### src/include/dma_diag_pkg.sv
// Package with register offsets, field layouts and reset values of the DMA diagnostic block.
package dma_diag_pkg;
  localparam int ADDR_W = 8;
  localparam logic [7:0] OFF_DROP_CNT = 8'h00;
  localparam logic [7:0] OFF_CUR_TX_DESC = 8'h04;
  localparam logic [7:0] OFF_CUR_RX_DESC = 8'h08;
  localparam logic [7:0] OFF_IRQ_STATUS = 8'h0C;
  localparam logic [7:0] OFF_IRQ_MASK = 8'h10;
  localparam int NOBUF_LSB = 0;
  localparam int NOBUF_W = 16;
  localparam int NOBUF_WRAP_BIT = 16;
  localparam int FIFO_LSB = 17;
  localparam int FIFO_W = 11;
  localparam int FIFO_WRAP_BIT = 28;
  localparam logic [15:0] NOBUF_MAX = 16'hFFFF;
  localparam logic [10:0] FIFO_MAX = 11'h7FF;
  localparam logic [31:0] PTR_RESET = 32'h0000_0000;
  localparam int IRQ_W = 4;
  localparam int IRQ_NOBUF_DROP = 0;
  localparam int IRQ_NOBUF_WRAP = 1;
  localparam int IRQ_FIFO_DROP = 2;
  localparam int IRQ_FIFO_WRAP = 3;
  localparam logic [3:0] IRQ_MASK_RESET = 4'h0;
endpackage

### src/include/drop_evt_if.sv
// Interface carrying one drop counter's event, read-clear and state.
`timescale 1ns/10ps
interface drop_evt_if #(parameter int W = 16);
  logic drop;
  logic rd_clr;
  logic [W-1:0] count;
  logic wrapped;
  logic wrap_pulse;
  modport ctr(input drop, input rd_clr, output count, output wrapped, output wrap_pulse);
  modport top(output drop, output rd_clr, input count, input wrapped, input wrap_pulse);
endinterface

### src/hdl/drop_counter.sv
// Saturating-free wrap counter with sticky wrap flag and clear on read.
`timescale 1ns/10ps
module drop_counter #(
  parameter int W = 16
) (
  input wire logic clk_in,
  input wire logic reset_n_in,
  drop_evt_if.ctr port
);
  logic [W-1:0] count_ff;
  logic wrapped_ff;
  logic at_max;

  assign at_max = (count_ff == {W{1'b1}});
  assign port.count = count_ff;
  assign port.wrapped = wrapped_ff;
  assign port.wrap_pulse = port.drop && at_max;

  // A drop coinciding with a read-clear starts the new count at one.
  always_ff @(posedge clk_in or negedge reset_n_in) begin
    if (!reset_n_in) begin
      count_ff <= '0;
    end else if (port.rd_clr) begin
      count_ff <= port.drop ? W'(1) : '0;
    end else if (port.drop) begin
      count_ff <= count_ff + W'(1);
    end
  end

  always_ff @(posedge clk_in or negedge reset_n_in) begin
    if (!reset_n_in) begin
      wrapped_ff <= 1'b0;
    end else if (port.drop && at_max) begin
      wrapped_ff <= 1'b1;
    end else if (port.rd_clr) begin
      wrapped_ff <= 1'b0;
    end
  end
endmodule

### src/hdl/desc_pointer.sv
// Read-only current descriptor pointer updated by the DMA engine only.
`timescale 1ns/10ps
module desc_pointer (
  input wire logic clk_in,
  input wire logic reset_n_in,
  input wire logic load_in,
  input wire logic [31:0] addr_in,
  output logic [31:0] ptr_out
);
  always_ff @(posedge clk_in or negedge reset_n_in) begin
    if (!reset_n_in) begin
      ptr_out <= dma_diag_pkg::PTR_RESET;
    end else if (load_in) begin
      ptr_out <= addr_in;
    end
  end
endmodule

### src/hdl/eth_dma_diag.sv
// Ethernet DMA receive drop counters and current descriptor pointers with register port.
//
// Behaviour
// - Each frame dropped for lack of a host receive buffer adds one to the 16-bit count.
// - A no-buffer drop at the maximum count wraps it to zero and sets the flag in bit 16.
// - Frames lost to FIFO overflow or dropped as runts are counted in bits 27 to 17.
// - A FIFO drop at the maximum count wraps it to zero and sets the flag in bit 28.
// - Bits 31 to 29 of the drop counter register always read as zero.
// - A read-only pointer shows the transmit descriptor the DMA is reading.
// - A read-only pointer shows the receive descriptor the DMA is reading.
// - Both pointers reset to zero, change only by the DMA and ignore software writes.
//
// The implementer's own choices: the address map and the address-and-strobe port.
`timescale 1ns/10ps
module eth_dma_diag (
  input wire logic clk_in,
  input wire logic reset_n_in,
  input wire logic nobuf_drop_in,
  input wire logic fifo_drop_in,
  input wire logic runt_drop_in,
  input wire logic tx_desc_load_in,
  input wire logic [31:0] tx_desc_addr_in,
  input wire logic rx_desc_load_in,
  input wire logic [31:0] rx_desc_addr_in,
  input wire logic [7:0] addr_in,
  input wire logic [31:0] wdata_in,
  input wire logic wr_in,
  input wire logic rd_in,
  output logic [31:0] rdata_out,
  output logic irq_out
);
  // ==========================================================
  // Drop counters
  logic drop_cnt_rd;
  logic [31:0] cur_tx_desc_addr;
  logic [31:0] cur_rx_desc_addr;
  logic [3:0] irq_status_ff;
  logic [3:0] irq_mask_ff;
  logic [3:0] irq_events;
  logic [31:0] drop_word;
  logic [31:0] nxt_rdata;
  logic status_rd;
  logic mask_wr;

  // ==========================================================
  // Address decode
  // A strobe hits a register only when the address matches its offset.
  function automatic logic reg_hit(input logic stb, input logic [7:0] a, input logic [7:0] off);
    return stb && (a == off);
  endfunction

  drop_evt_if #(.W(dma_diag_pkg::NOBUF_W)) nobuf_if();
  drop_evt_if #(.W(dma_diag_pkg::FIFO_W)) fifo_if();

  assign drop_cnt_rd = reg_hit(rd_in, addr_in, dma_diag_pkg::OFF_DROP_CNT);
  assign nobuf_if.drop = nobuf_drop_in;
  assign nobuf_if.rd_clr = drop_cnt_rd;
  assign fifo_if.drop = fifo_drop_in || runt_drop_in;
  assign fifo_if.rd_clr = drop_cnt_rd;

  drop_counter #(.W(dma_diag_pkg::NOBUF_W)) u_nobuf_ctr (
    .clk_in(clk_in),
    .reset_n_in(reset_n_in),
    .port(nobuf_if.ctr)
  );

  drop_counter #(.W(dma_diag_pkg::FIFO_W)) u_fifo_ctr (
    .clk_in(clk_in),
    .reset_n_in(reset_n_in),
    .port(fifo_if.ctr)
  );

  // ==========================================================
  // Descriptor pointers
  desc_pointer u_tx_ptr (
    .clk_in(clk_in),
    .reset_n_in(reset_n_in),
    .load_in(tx_desc_load_in),
    .addr_in(tx_desc_addr_in),
    .ptr_out(cur_tx_desc_addr)
  );

  desc_pointer u_rx_ptr (
    .clk_in(clk_in),
    .reset_n_in(reset_n_in),
    .load_in(rx_desc_load_in),
    .addr_in(rx_desc_addr_in),
    .ptr_out(cur_rx_desc_addr)
  );

  // ==========================================================
  // Interrupts
  assign irq_events[dma_diag_pkg::IRQ_NOBUF_DROP] = nobuf_drop_in;
  assign irq_events[dma_diag_pkg::IRQ_NOBUF_WRAP] = nobuf_if.wrap_pulse;
  assign irq_events[dma_diag_pkg::IRQ_FIFO_DROP] = fifo_if.drop;
  assign irq_events[dma_diag_pkg::IRQ_FIFO_WRAP] = fifo_if.wrap_pulse;

  assign status_rd = reg_hit(rd_in, addr_in, dma_diag_pkg::OFF_IRQ_STATUS);
  assign mask_wr = reg_hit(wr_in, addr_in, dma_diag_pkg::OFF_IRQ_MASK);

  // An event in the cycle of the clearing read stays set.
  always_ff @(posedge clk_in or negedge reset_n_in) begin
    if (!reset_n_in) begin
      irq_status_ff <= 4'h0;
    end else if (status_rd) begin
      irq_status_ff <= irq_events;
    end else begin
      irq_status_ff <= irq_status_ff | irq_events;
    end
  end

  always_ff @(posedge clk_in or negedge reset_n_in) begin
    if (!reset_n_in) begin
      irq_mask_ff <= dma_diag_pkg::IRQ_MASK_RESET;
    end else if (mask_wr) begin
      irq_mask_ff <= wdata_in[3:0];
    end
  end

  assign irq_out = |(irq_status_ff & irq_mask_ff);

  // ==========================================================
  // Register read port
  always_comb begin
    drop_word = 32'h0000_0000;
    drop_word[dma_diag_pkg::NOBUF_LSB +: dma_diag_pkg::NOBUF_W] = nobuf_if.count;
    drop_word[dma_diag_pkg::NOBUF_WRAP_BIT] = nobuf_if.wrapped;
    drop_word[dma_diag_pkg::FIFO_LSB +: dma_diag_pkg::FIFO_W] = fifo_if.count;
    drop_word[dma_diag_pkg::FIFO_WRAP_BIT] = fifo_if.wrapped;
  end

  // Pointer offsets take no write path at all.
  always_comb begin
    nxt_rdata = 32'h0000_0000;
    if (rd_in) begin
      case (addr_in)
        dma_diag_pkg::OFF_DROP_CNT: nxt_rdata = drop_word;
        dma_diag_pkg::OFF_CUR_TX_DESC: nxt_rdata = cur_tx_desc_addr;
        dma_diag_pkg::OFF_CUR_RX_DESC: nxt_rdata = cur_rx_desc_addr;
        dma_diag_pkg::OFF_IRQ_STATUS: nxt_rdata = {28'h0000000, irq_status_ff};
        dma_diag_pkg::OFF_IRQ_MASK: nxt_rdata = {28'h0000000, irq_mask_ff};
        default: nxt_rdata = 32'h0000_0000;
      endcase
    end
  end

  always_ff @(posedge clk_in or negedge reset_n_in) begin
    if (!reset_n_in) begin
      rdata_out <= 32'h0000_0000;
    end else begin
      rdata_out <= nxt_rdata;
    end
  end

  // ==========================================================
  // Assertions
  property p_nobuf_inc;
    @(posedge clk_in) disable iff (!reset_n_in)
      nobuf_drop_in && !drop_cnt_rd && !nobuf_if.wrap_pulse
      |=> nobuf_if.count == $past(nobuf_if.count) + 16'h0001;
  endproperty
  a_nobuf_inc: assert property (p_nobuf_inc) else $error("no-buffer count missed a step");

  property p_nobuf_wrap;
    @(posedge clk_in) disable iff (!reset_n_in)
      nobuf_drop_in && nobuf_if.count == dma_diag_pkg::NOBUF_MAX && !drop_cnt_rd
      |=> nobuf_if.count == 16'h0000 && nobuf_if.wrapped;
  endproperty
  a_nobuf_wrap: assert property (p_nobuf_wrap) else $error("no-buffer wrap wrong");

  property p_fifo_inc;
    @(posedge clk_in) disable iff (!reset_n_in)
      (fifo_drop_in || runt_drop_in) && !drop_cnt_rd && !fifo_if.wrap_pulse
      |=> fifo_if.count == $past(fifo_if.count) + 11'h001;
  endproperty
  a_fifo_inc: assert property (p_fifo_inc) else $error("fifo drop count missed a step");

  property p_fifo_wrap;
    @(posedge clk_in) disable iff (!reset_n_in)
      fifo_if.drop && fifo_if.count == dma_diag_pkg::FIFO_MAX && !drop_cnt_rd
      |=> fifo_if.count == 11'h000 && fifo_if.wrapped;
  endproperty
  a_fifo_wrap: assert property (p_fifo_wrap) else $error("fifo wrap wrong");

  property p_reserved_zero;
    @(posedge clk_in) disable iff (!reset_n_in)
      $past(drop_cnt_rd) |-> rdata_out[31:29] == 3'h0;
  endproperty
  a_reserved_zero: assert property (p_reserved_zero) else $error("reserved bits set");

  property p_tx_ptr;
    @(posedge clk_in) disable iff (!reset_n_in)
      tx_desc_load_in |=> cur_tx_desc_addr == $past(tx_desc_addr_in);
  endproperty
  a_tx_ptr: assert property (p_tx_ptr) else $error("tx pointer not loaded");

  property p_rx_ptr;
    @(posedge clk_in) disable iff (!reset_n_in)
      rx_desc_load_in |=> cur_rx_desc_addr == $past(rx_desc_addr_in);
  endproperty
  a_rx_ptr: assert property (p_rx_ptr) else $error("rx pointer not loaded");

  property p_ptr_stable;
    @(posedge clk_in) disable iff (!reset_n_in)
      !tx_desc_load_in && !rx_desc_load_in
      |=> $stable(cur_tx_desc_addr) && $stable(cur_rx_desc_addr);
  endproperty
  a_ptr_stable: assert property (p_ptr_stable) else $error("pointer changed without DMA");

  property p_read_clear;
    @(posedge clk_in) disable iff (!reset_n_in)
      drop_cnt_rd && !nobuf_drop_in
      |=> rdata_out[15:0] == $past(nobuf_if.count) && nobuf_if.count == 16'h0000;
  endproperty
  a_read_clear: assert property (p_read_clear) else $error("read did not clear count");

  property p_read_keep;
    @(posedge clk_in) disable iff (!reset_n_in)
      drop_cnt_rd && nobuf_drop_in |=> nobuf_if.count == 16'h0001;
  endproperty
  a_read_keep: assert property (p_read_keep) else $error("drop lost during read");

  // ==========================================================
  // Counter hold and flag assertions
  property p_nobuf_hold;
    @(posedge clk_in) disable iff (!reset_n_in)
      !nobuf_drop_in && !drop_cnt_rd |=> $stable(nobuf_if.count);
  endproperty
  a_nobuf_hold: assert property (p_nobuf_hold) else $error("no-buffer count moved");

  property p_fifo_hold;
    @(posedge clk_in) disable iff (!reset_n_in)
      !fifo_if.drop && !drop_cnt_rd |=> $stable(fifo_if.count);
  endproperty
  a_fifo_hold: assert property (p_fifo_hold) else $error("fifo count moved");

  property p_nobuf_sticky;
    @(posedge clk_in) disable iff (!reset_n_in)
      nobuf_if.wrapped && !drop_cnt_rd |=> nobuf_if.wrapped;
  endproperty
  a_nobuf_sticky: assert property (p_nobuf_sticky) else $error("no-buffer flag lost");

  property p_fifo_sticky;
    @(posedge clk_in) disable iff (!reset_n_in)
      fifo_if.wrapped && !drop_cnt_rd |=> fifo_if.wrapped;
  endproperty
  a_fifo_sticky: assert property (p_fifo_sticky) else $error("fifo flag lost");

  property p_nobuf_no_flag;
    @(posedge clk_in) disable iff (!reset_n_in)
      !nobuf_if.wrapped && !nobuf_if.wrap_pulse |=> !nobuf_if.wrapped;
  endproperty
  a_nobuf_no_flag: assert property (p_nobuf_no_flag) else $error("no-buffer flag set");

  property p_fifo_no_flag;
    @(posedge clk_in) disable iff (!reset_n_in)
      !fifo_if.wrapped && !fifo_if.wrap_pulse |=> !fifo_if.wrapped;
  endproperty
  a_fifo_no_flag: assert property (p_fifo_no_flag) else $error("fifo flag set");

  // ==========================================================
  // Register port assertions
  property p_read_fields;
    @(posedge clk_in) disable iff (!reset_n_in)
      drop_cnt_rd |=> rdata_out[dma_diag_pkg::NOBUF_WRAP_BIT] == $past(nobuf_if.wrapped)
        && rdata_out[dma_diag_pkg::FIFO_LSB +: dma_diag_pkg::FIFO_W] == $past(fifo_if.count)
        && rdata_out[dma_diag_pkg::FIFO_WRAP_BIT] == $past(fifo_if.wrapped);
  endproperty
  a_read_fields: assert property (p_read_fields) else $error("drop word fields wrong");

  property p_fifo_read_clear;
    @(posedge clk_in) disable iff (!reset_n_in)
      drop_cnt_rd && !fifo_if.drop |=> fifo_if.count == 11'h000;
  endproperty
  a_fifo_read_clear: assert property (p_fifo_read_clear) else $error("fifo count kept");

  property p_fifo_read_keep;
    @(posedge clk_in) disable iff (!reset_n_in)
      drop_cnt_rd && fifo_if.drop |=> fifo_if.count == 11'h001;
  endproperty
  a_fifo_read_keep: assert property (p_fifo_read_keep) else $error("fifo drop lost");

  property p_flag_read_clear;
    @(posedge clk_in) disable iff (!reset_n_in)
      drop_cnt_rd && !nobuf_if.wrap_pulse && !fifo_if.wrap_pulse
      |=> !nobuf_if.wrapped && !fifo_if.wrapped;
  endproperty
  a_flag_read_clear: assert property (p_flag_read_clear) else $error("flags kept");

  property p_tx_ptr_read;
    @(posedge clk_in) disable iff (!reset_n_in)
      reg_hit(rd_in, addr_in, dma_diag_pkg::OFF_CUR_TX_DESC)
      |=> rdata_out == $past(cur_tx_desc_addr);
  endproperty
  a_tx_ptr_read: assert property (p_tx_ptr_read) else $error("tx pointer read wrong");

  property p_rx_ptr_read;
    @(posedge clk_in) disable iff (!reset_n_in)
      reg_hit(rd_in, addr_in, dma_diag_pkg::OFF_CUR_RX_DESC)
      |=> rdata_out == $past(cur_rx_desc_addr);
  endproperty
  a_rx_ptr_read: assert property (p_rx_ptr_read) else $error("rx pointer read wrong");

  property p_rdata_idle;
    @(posedge clk_in) disable iff (!reset_n_in)
      !rd_in |=> rdata_out == 32'h0000_0000;
  endproperty
  a_rdata_idle: assert property (p_rdata_idle) else $error("read data without a read");

  property p_status_read;
    @(posedge clk_in) disable iff (!reset_n_in)
      status_rd |=> rdata_out == {28'h0000000, $past(irq_status_ff)};
  endproperty
  a_status_read: assert property (p_status_read) else $error("status read wrong");

  property p_mask_read;
    @(posedge clk_in) disable iff (!reset_n_in)
      reg_hit(rd_in, addr_in, dma_diag_pkg::OFF_IRQ_MASK)
      |=> rdata_out == {28'h0000000, $past(irq_mask_ff)};
  endproperty
  a_mask_read: assert property (p_mask_read) else $error("mask read wrong");

  // ==========================================================
  // Interrupt assertions
  property p_status_set;
    @(posedge clk_in) disable iff (!reset_n_in)
      |irq_events |=> (irq_status_ff & $past(irq_events)) == $past(irq_events);
  endproperty
  a_status_set: assert property (p_status_set) else $error("status event lost");

  property p_status_clear;
    @(posedge clk_in) disable iff (!reset_n_in)
      status_rd && !(|irq_events) |=> irq_status_ff == 4'h0;
  endproperty
  a_status_clear: assert property (p_status_clear) else $error("status not cleared");

  property p_mask_write;
    @(posedge clk_in) disable iff (!reset_n_in)
      mask_wr |=> irq_mask_ff == $past(wdata_in[3:0]);
  endproperty
  a_mask_write: assert property (p_mask_write) else $error("mask not written");

  c_nobuf_wrap: cover property (@(posedge clk_in) disable iff (!reset_n_in)
    nobuf_if.wrap_pulse);
  c_fifo_wrap: cover property (@(posedge clk_in) disable iff (!reset_n_in)
    fifo_if.wrap_pulse);
  c_read_collide: cover property (@(posedge clk_in) disable iff (!reset_n_in)
    drop_cnt_rd && nobuf_drop_in);
  c_irq: cover property (@(posedge clk_in) disable iff (!reset_n_in) irq_out);
  c_runt_fifo: cover property (@(posedge clk_in) disable iff (!reset_n_in)
    fifo_drop_in && runt_drop_in);
endmodule

### config.mk
export PLATFORM = sky130hd
export DESIGN_NAME = eth_dma_diag
export DESIGN_NICKNAME = d
export VERILOG_FILES = /design/src/include/dma_diag_pkg.sv /design/src/include/drop_evt_if.sv /design/src/hdl/drop_counter.sv /design/src/hdl/desc_pointer.sv /design/src/hdl/eth_dma_diag.sv
export SDC_FILE = /design/constraint.sdc
export NUM_CORES = 1
export LEC_CHECK = 0
export ABC_CLOCK_PERIOD_IN_PS = 2300
export BUFFER_PORTS_ARGS = -buffer_cell sky130_fd_sc_hd__clkbuf_2
export CAP_MARGIN = 15
export CORE_ASPECT_RATIO = 1.2
export CORE_MARGIN = 3
export CORE_UTILIZATION = 40
export CTS_CLUSTER_DIAMETER = 30
export DETAILED_ROUTE_END_ITERATION = 8
export PLACE_DENSITY = 0.73
export SKIP_CTS_REPAIR_TIMING = 1
export SLEW_MARGIN = 20
export SYNTH_ARGS = -nofsm -noshare
export SYNTH_HDL_FRONTEND = slang
export SYNTH_HIERARCHICAL = 1
export SYNTH_SLANG_ARGS = --single-unit
### constraint.sdc
create_clock -name clk_in -period 2.3 [get_ports clk_in]
set_input_delay 0.46 -clock clk_in [delete_from_list [all_inputs] [get_ports clk_in]]
set_output_delay 0.46 -clock clk_in [all_outputs]
set_load 0.01 [all_outputs]
==> results of run 1 <==
-- metal layers --
| metal | global-route usage | up-vias | wire length, microns |
|---|---|---|---|
| li1 | - | 1995 | - |
| met1 | 0.231 | 2135 | 6470 |
| met2 | 0.285 | 124 | 7120 |
| met3 | 0.0364 | 27 | 660 |
| met4 | 0.0732 | 0 | 350 |
| met5 | 0 | - | 0 |
-- cells by family after synthesis --
| kind of cell | Yosys count | share of synthesized area |
|---|---|---|
| simple gates | 148 | 0.133 |
| xor+xnor | 15 | 0.0206 |
| mux | 106 | 0.218 |
| compound gates | 59 | 0.0560 |
| fa+ha+maj | 2 | 0.00393 |
| buf+inv | 32 | 0.0450 |
| flops | 133 | 0.523 |
-- power by group --
part / internal, mW / switching (mW) / leakage, nW / total [mW]
clock network: 1.72 / 1.05 / 0.291 / 2.77
logic: 0.493 / 0.455 / 1.80 / 0.948
registers: 2.58 / 0.284 / 1.67 / 2.86
total: 4.79 / 1.79 / 3.76 / 6.58
-- synth_stat cells, types with 8 or more instances --
cell type  instances  area share
nand3_1            8      0.0063
nor2_1            29       0.017
xnor2_1           10       0.014
mux2_4            61        0.14
nand4_1            8      0.0079
nand2_1           37       0.022
mux2_2            14       0.025
or2_2             16       0.016
dfrtp_1          133        0.52
mux2i_1           28       0.044
a22oi_1            8      0.0094
a21oi_1           35       0.028
-- final timing paths --
check | start | end | cells after the start
setup / recovery | addr_in[6] | u_nobuf_ctr/port.count[15]$_DFFE_PN0P_ | 9
setup reg to reg | u_fifo_ctr/port.count[0]$_DFFE_PN0P_ | u_fifo_ctr/port.count[6]$_DFFE_PN0P_ | 4
min in group clk_in | wdata_in[1] | irq_mask_ff[1]$_DFFE_PN0P_ | 2
max in group asynchronous | reset_n_in | u_rx_ptr/ptr_out[24]$_DFFE_PN0P_ | 2
hold reg to reg | irq_status_ff[2]$_DFF_PN0_ | irq_status_ff[2]$_DFF_PN0_ | 1
hold / removal | reset_n_in | u_tx_ptr/ptr_out[9]$_DFFE_PN0P_ | 1
-- stage by stage --
step	hold WS (ns)	utilization	power [mW]	area, sq um
final	0.0227	0.509	6.58	7770
after detailed placement	0.471	0.469	3.84	7160
after floorplan	0.164	-	3.52	6380
after CTS	0.0285	0.509	6.65	7770
after global placement	0.471	0.469	3.79	7160
after global routing	0.0433	0.509	6.88	7770
-- registers in the layout, summed over array words and instances, names as in the netlist --
register / count
irq_mask_ff: 4
irq_status_ff: 4
rdata_out: 32
u_fifo_ctr/port.count: 11
u_fifo_ctr/port.wrapped: 1
u_nobuf_ctr/port.count: 16
u_nobuf_ctr/port.wrapped: 1
u_rx_ptr/ptr_out: 32
u_tx_ptr/ptr_out: 32
-- worst reg2reg max path, stage by stage, from the launching register on --
cell     delay [ns]
dfrtp_1        0.46
ha_1           0.23
nand2_1        0.14
or3_2          0.49
a21oi_1        0.21
-- layout make-up --
class                   count  area, sq um
flip-flops and latches    133         3330
inverters                   4         15.0
fillers                  1332         7500
well taps                 204          255
repair buffers            136          797
multi-input cells         330         2760
clock buffers              18          429
clock inverters            14          180
==> metrics.md, run 1 <==
| Metric | Value |
|---|---|
| #FFs+latches synth | 133 |
| Crit path cell chain | clkbuf_2 > nor4b_4 > nand3b_1 > nor3_4 > buf_12 > o211ai_4 > nor4_4 > a21oi_1 > a31o_1 |
| Seq/Total Area, Yosys | 0.523 |
| Cts bufs inserted | 17 |
| Area Growth Syn to Fin | 22.1% |
| Final sum of negative setup slack | 0 ns |
| Setup slack, reg-to-reg | 0.69 ns |
| Largest net degree at the start of global routing | 59 |
| Routed wire length | 14,600 microns |
| H-tree depth | 4 |
| CP arrival | 2.15 ns |
| Final hold vios | 0 |
| Worst Tran Pin Value | 0.570 ns |
| Startpoint types | primary input |
| Slew Viols, Final | 0 |
| Die W | 121 microns |
| CP endpoint kind | flip-flop |
| Commonest non-fill, non-tap cell in the layout | dfrtp_1 |
| Antenna diode count | 0 |
| Clk_lat worst skew | 0.41 ns |
| Routability Congestion | 0.814 |
| Layout cells sized above 1 | 0.424 |
| CTS tree | yes |
| Num Clock Sinks | 133 |
| Core box area | 15,300 sq um |
| TritonRoute pass-1 iters | 4 |
| Final worst slack | 0.446 ns |
| Via density | 5.10 |
| Dpl hpwl | 10,100 microns |
| Buffers on Ports | 117 |
| GRT Total Usage | 0.176 |
| I/O Pins | 146 |
| Worst Path Max Fanout | 8 |
| Post-place setup slack | 0.0106 ns |
| Synth warn | 6 |
| Ys flop type | dfrtp_1 |
| Post-route ant nets | 0 |
| CP bufs+invs | 2 |
| Clock-pin slew on the worst setup and hold paths | 0.06 ns |
| DRC viols | 0 |
| Final setup viols | 0 |
| Synth unique cells | 48 |
| Die span in y | 144 microns |
| Clk root buf | clkbuf_16 |
| Clock tree buffer depth | 2 |
| Leakage | 3.76 nW |
| Max incr delay on CP | 0.35 ns |
| Congestion Overflow GR | 0 |
| Worst Skew | 0.00508 ns |
| WP data required | 2.60 ns |
| Minimum clock period | 1.85 ns |
| Placed Cells incl. Taps | 807 |
| Crit Path Category | primary input to flip-flop |
| DR iter-0 viols | 231 |
| Avg Synthesized Cell Area | 12.9 sq um |
| Via count | 4,281 |
| Routed wire per std cell | 17.4 microns |
| Final non-filler cell total | 839 |
| Vias in the first global route | 4,592 |
| Status | completed |
| Power Density | 847 nW/um^2 |
| Period utilisation layout | 0.806 |
| Mapped Cells | 495 |
| Slowest cell on crit path | nor4_4 |
| Max_cap viols | 0 |
| Post-Syn Area | 6360 sq um |
| Nets@finish | 737 |
| Most frequent cells in the layout | dfrtp_1, clkbuf_2, mux2_4 |
| First-pass GRT wire length | 24,000 microns |
| Worst hold path type | primary input to async pin |
| Crit-path leading delay family | simple AND/OR/NAND/NOR gates |
| Starting Density | 0.417 |
| RSZ-0062 raised after global routing | false |
| Post-synth EDFFs | 0 |
| Max VDD drop | 0.489 mV |
| Post-synth ARST share | 1.00 |
| Achievable frequency | 539 MHz |
| Relative slew slack | 0.620 |
| Die area | 17,500 sq um |
| Std-Cell Rows | 49 |
| Initial antenna violation count | 0 |
| Mapped Nets | 610 |
No activity file was read; power rests on OpenSTA's default activity.
==> run 2: changes to the inputs <==
--- a/config.mk
+++ b/config.mk
@@ -5,7 +5,8 @@
 export SDC_FILE = /design/constraint.sdc
 export NUM_CORES = 1
 export LEC_CHECK = 0
-export ABC_CLOCK_PERIOD_IN_PS = 2300
+export ABC_AREA = 1
+export ABC_CLOCK_PERIOD_IN_PS = 1800
 export BUFFER_PORTS_ARGS = -buffer_cell sky130_fd_sc_hd__clkbuf_2
 export CAP_MARGIN = 15
 export CORE_ASPECT_RATIO = 1.2
==> constraint.sdc (replaced) <==
create_clock -name clk_in -period 1.8 [get_ports clk_in]
set_input_delay 0.36 -clock clk_in [delete_from_list [all_inputs] [get_ports clk_in]]
set_output_delay 0.36 -clock clk_in [all_outputs]
set_load 0.01 [all_outputs]
==> metrics.md, run 2 <==
| Metric | Value |
|---|---|
| Status | completed |
| Met3 WL | 621 microns |
| Num Clock Sinks | 133 |
| Max incr delay on CP | 0.41 ns |
| Routability Congestion | 0.909 |
| Area Growth Syn to Fin | 22.5% |
| Post-synth EDFFs | 0 |
| Power Density | 1080 nW/um^2 |
| Routed wire per std cell | 13.8 microns |
| Compound-Gate Fraction of Synth Area | 0.0294 |
| Routed wire length | 15,900 microns |
| Most frequent cells in the layout | nand2_1, dfrtp_1, clkbuf_2 |
| Crit-path leading delay family | flip-flops |
| Final setup viols | 0 |
| Layout cells sized above 1 | 0.236 |
| Die area | 17,500 sq um |
| Multiplexer share of the synthesized area | 0 |
| Largest net degree at the start of global routing | 45 |
| Worst hold path type | primary input to flip-flop |
| Largest cells by area after synthesis | dfrtp_1, nand2_1, nand3_1 |
| Initial antenna violation count | 0 |
| Buffers on Ports | 117 |
| Worst Tran Pin Value | 0.454 ns |
| Most common cell in the synthesized netlist | nand2_1 |
| Nets@finish | 1,056 |
| TritonRoute pass-1 iters | 4 |
| GRT Total Usage | 0.190 |
| Slowest cell on crit path | dfrtp_1 |
| Relative slew slack | 0.694 |
| Worst Path Max Fanout | 3 |
| Clock tree buffer depth | 2 |
| Via count | 5,344 |
| DRC viols | 0 |
| Commonest non-fill, non-tap cell in the layout | nand2_1 |
| Clk root buf | clkbuf_16 |
| Minimum clock period | 1.53 ns |
| Avg Synthesized Cell Area | 7.91 sq um |
| Post-Synth Simple-Gate Area | 0.351 |
| Starting Density | 0.416 |
| Post-Syn Area | 6370 sq um |
| Ys flop type | dfrtp_1 |
| Dpl hpwl | 11,400 microns |
| Routed length on met2 | 8170 microns |
| Via density | 4.62 |
| CTS tree | yes |
| H-tree depth | 4 |
| WP data required | 1.44 ns |
| CP bufs+invs | 1 |
| DP Area | 7180 sq um |
| Startpoint types | flip-flop |
| Congestion Overflow GR | 0 |
| Final hold vios | 0 |
| Post-Synth XOR/XNOR Area | 0.00137 |
| CP arrival | 1.17 ns |
| Max_cap viols | 0 |
| RSZ-0062 raised after global routing | false |
| Die span in y | 144 microns |
| Core box area | 15,300 sq um |
| CP endpoint kind | output port |
| Clk_lat worst skew | 0.42 ns |
| I/O Pins | 146 |
| Synth top area share | 0.522 |
| Post-route ant nets | 0 |
| Final sum of negative setup slack | 0 ns |
| Period utilisation layout | 0.848 |
| DR iter-0 viols | 272 |
| Std-Cell Rows | 49 |
| Synth warn | 6 |
| Post-synth ARST share | 1.00 |
| Die W | 121 microns |
| Yosys top cell by area | dfrtp_1 |
| Mapped Nets | 921 |
| Synth unique cells | 33 |
| Largest regs | rdata_out (32), u_rx_ptr/ptr_out (32), u_tx_ptr/ptr_out (32) |
| #FFs+latches synth | 133 |
| Cts bufs inserted | 17 |
| Seq/Total Area, Yosys | 0.522 |
| Crit Path Category | flip-flop to output port |
| Cell area after layout | 7810 sq um |
| Max VDD drop | 0.696 mV |
| Leakage | 4.49 nW |
| Worst Skew | 0.00730 ns |
| Highest metal layer with signal wires | met4 |
| Slew Viols, Final | 0 |
| Clock-pin slew on the worst setup and hold paths | 0.06 ns |
| Main combinational cell family by area after synthesis | simple AND/OR/NAND/NOR gates |
| First-pass GRT wire length | 25,900 microns |
| Synth Area in Adders | 0.00393 |
| Antenna diode count | 0 |
| Crit path cell chain | nand2_1 > nand4_1 > clkbuf_2 |
| Filler cells | 1,526 |
| M1 WL | 6710 microns |
| Vias in the first global route | 5,357 |
| Achievable frequency | 655 MHz |
| Mapped Cells | 806 |
| Synth cell count leaders | nand2_1, dfrtp_1, inv_1, nor2_1, nand3_1 |
## run 2: cell types whose count changed after synthesis, moves of 9 or more
cell / previous run / this run
xnor2_1: 10 / 1
inv_1: 4 / 68
nor2_1: 29 / 64
nand3_1: 8 / 54
nand2_2: 0 / 23
nor2_2: 0 / 13
mux2_2: 14 / 0
mux2_4: 61 / 0
nand2_1: 37 / 364
or2_2: 16 / 0
mux2i_1: 28 / 0
a21oi_1: 35 / 14
## run 2: layout make-up
| cell class | count | area (sq um) | area share |
|---|---|---|---|
| clock buffers | 18 | 439 | 0.0563 |
| clock inverters | 12 | 180 | 0.0231 |
| inverters | 75 | 299 | 0.0383 |
| multi-input cells | 571 | 2460 | 0.316 |
| flip-flops and latches | 133 | 3330 | 0.426 |
| well taps | 204 | 255 | 0.0327 |
| repair buffers | 143 | 840 | 0.108 |
## run 2: path summary, 6_finish.rpt
kind	endpoint	slack, ns	cells past startpoint	from
setup / recovery	irq_out	0.27	3	irq_status_ff[0]$_DFF_PN0_
hold / removal	u_tx_ptr/ptr_out[30]$_DFFE_PN0P_	0.13	3	tx_desc_addr_in[30]
setup reg to reg	u_nobuf_ctr/port.count[12]$_DFFE_PN0P_	0.39	6	u_nobuf_ctr/port.count[1]$_DFFE_PN0P_
hold reg to reg	u_tx_ptr/ptr_out[10]$_DFFE_PN0P_	0.47	2	u_tx_ptr/ptr_out[10]$_DFFE_PN0P_
max in group asynchronous	rdata_out[16]$_DFF_PN0_	0.76	3	reset_n_in
min in group asynchronous	u_tx_ptr/ptr_out[0]$_DFFE_PN0P_	0.43	2	reset_n_in
## run 2: worst register-to-register path: stages (launching register included)
cell and delay, ns:
dfrtp_1 0.41, ha_1 0.24, nand3_2 0.12, nor2_4 0.16
nand2_4 0.09, nor3b_1 0.19, nor2_1 0.07
## run 2: cells by family after synthesis
group                      Yosys count
DFF                                133
buffers and inverters              102
adders and majority gates            2
xor gates and xnor gates             1
and+or+nand+nor                    535
AOI/OAI and AO/OA                   33
## run 2: report_power, final
part | internal (mW) | switching, mW | total, mW
combinational | 0.419 | 0.687 | 1.11
sequential | 3.34 | 0.360 | 3.70
clock | 2.34 | 1.28 | 3.62
## run 2: through the flow
step	cells	hold slack [ns]	power, mW	utilization	setup slack (ns)
6_report	1156	0.133	8.42	0.509	0.273
3_5_place_dp	1125	0.319	4.85	0.468	0.0155
4_1_cts	1155	-0.130	8.49	0.509	0.248
5_1_grt	1156	0.126	8.86	0.509	0.220
3_3_place_gp	1125	0.315	4.81	0.468	0.0456
2_1_floorplan	806	0.0644	4.44	-	0.0826
## run 2: per-layer routing
metal | vias to the layer above | track usage
li1 | 2724 | -
met4 | 0 | 0.0802
met3 | 26 | 0.0395
met5 | - | 0
met1 | 2465 | 0.226
met2 | 129 | 0.336
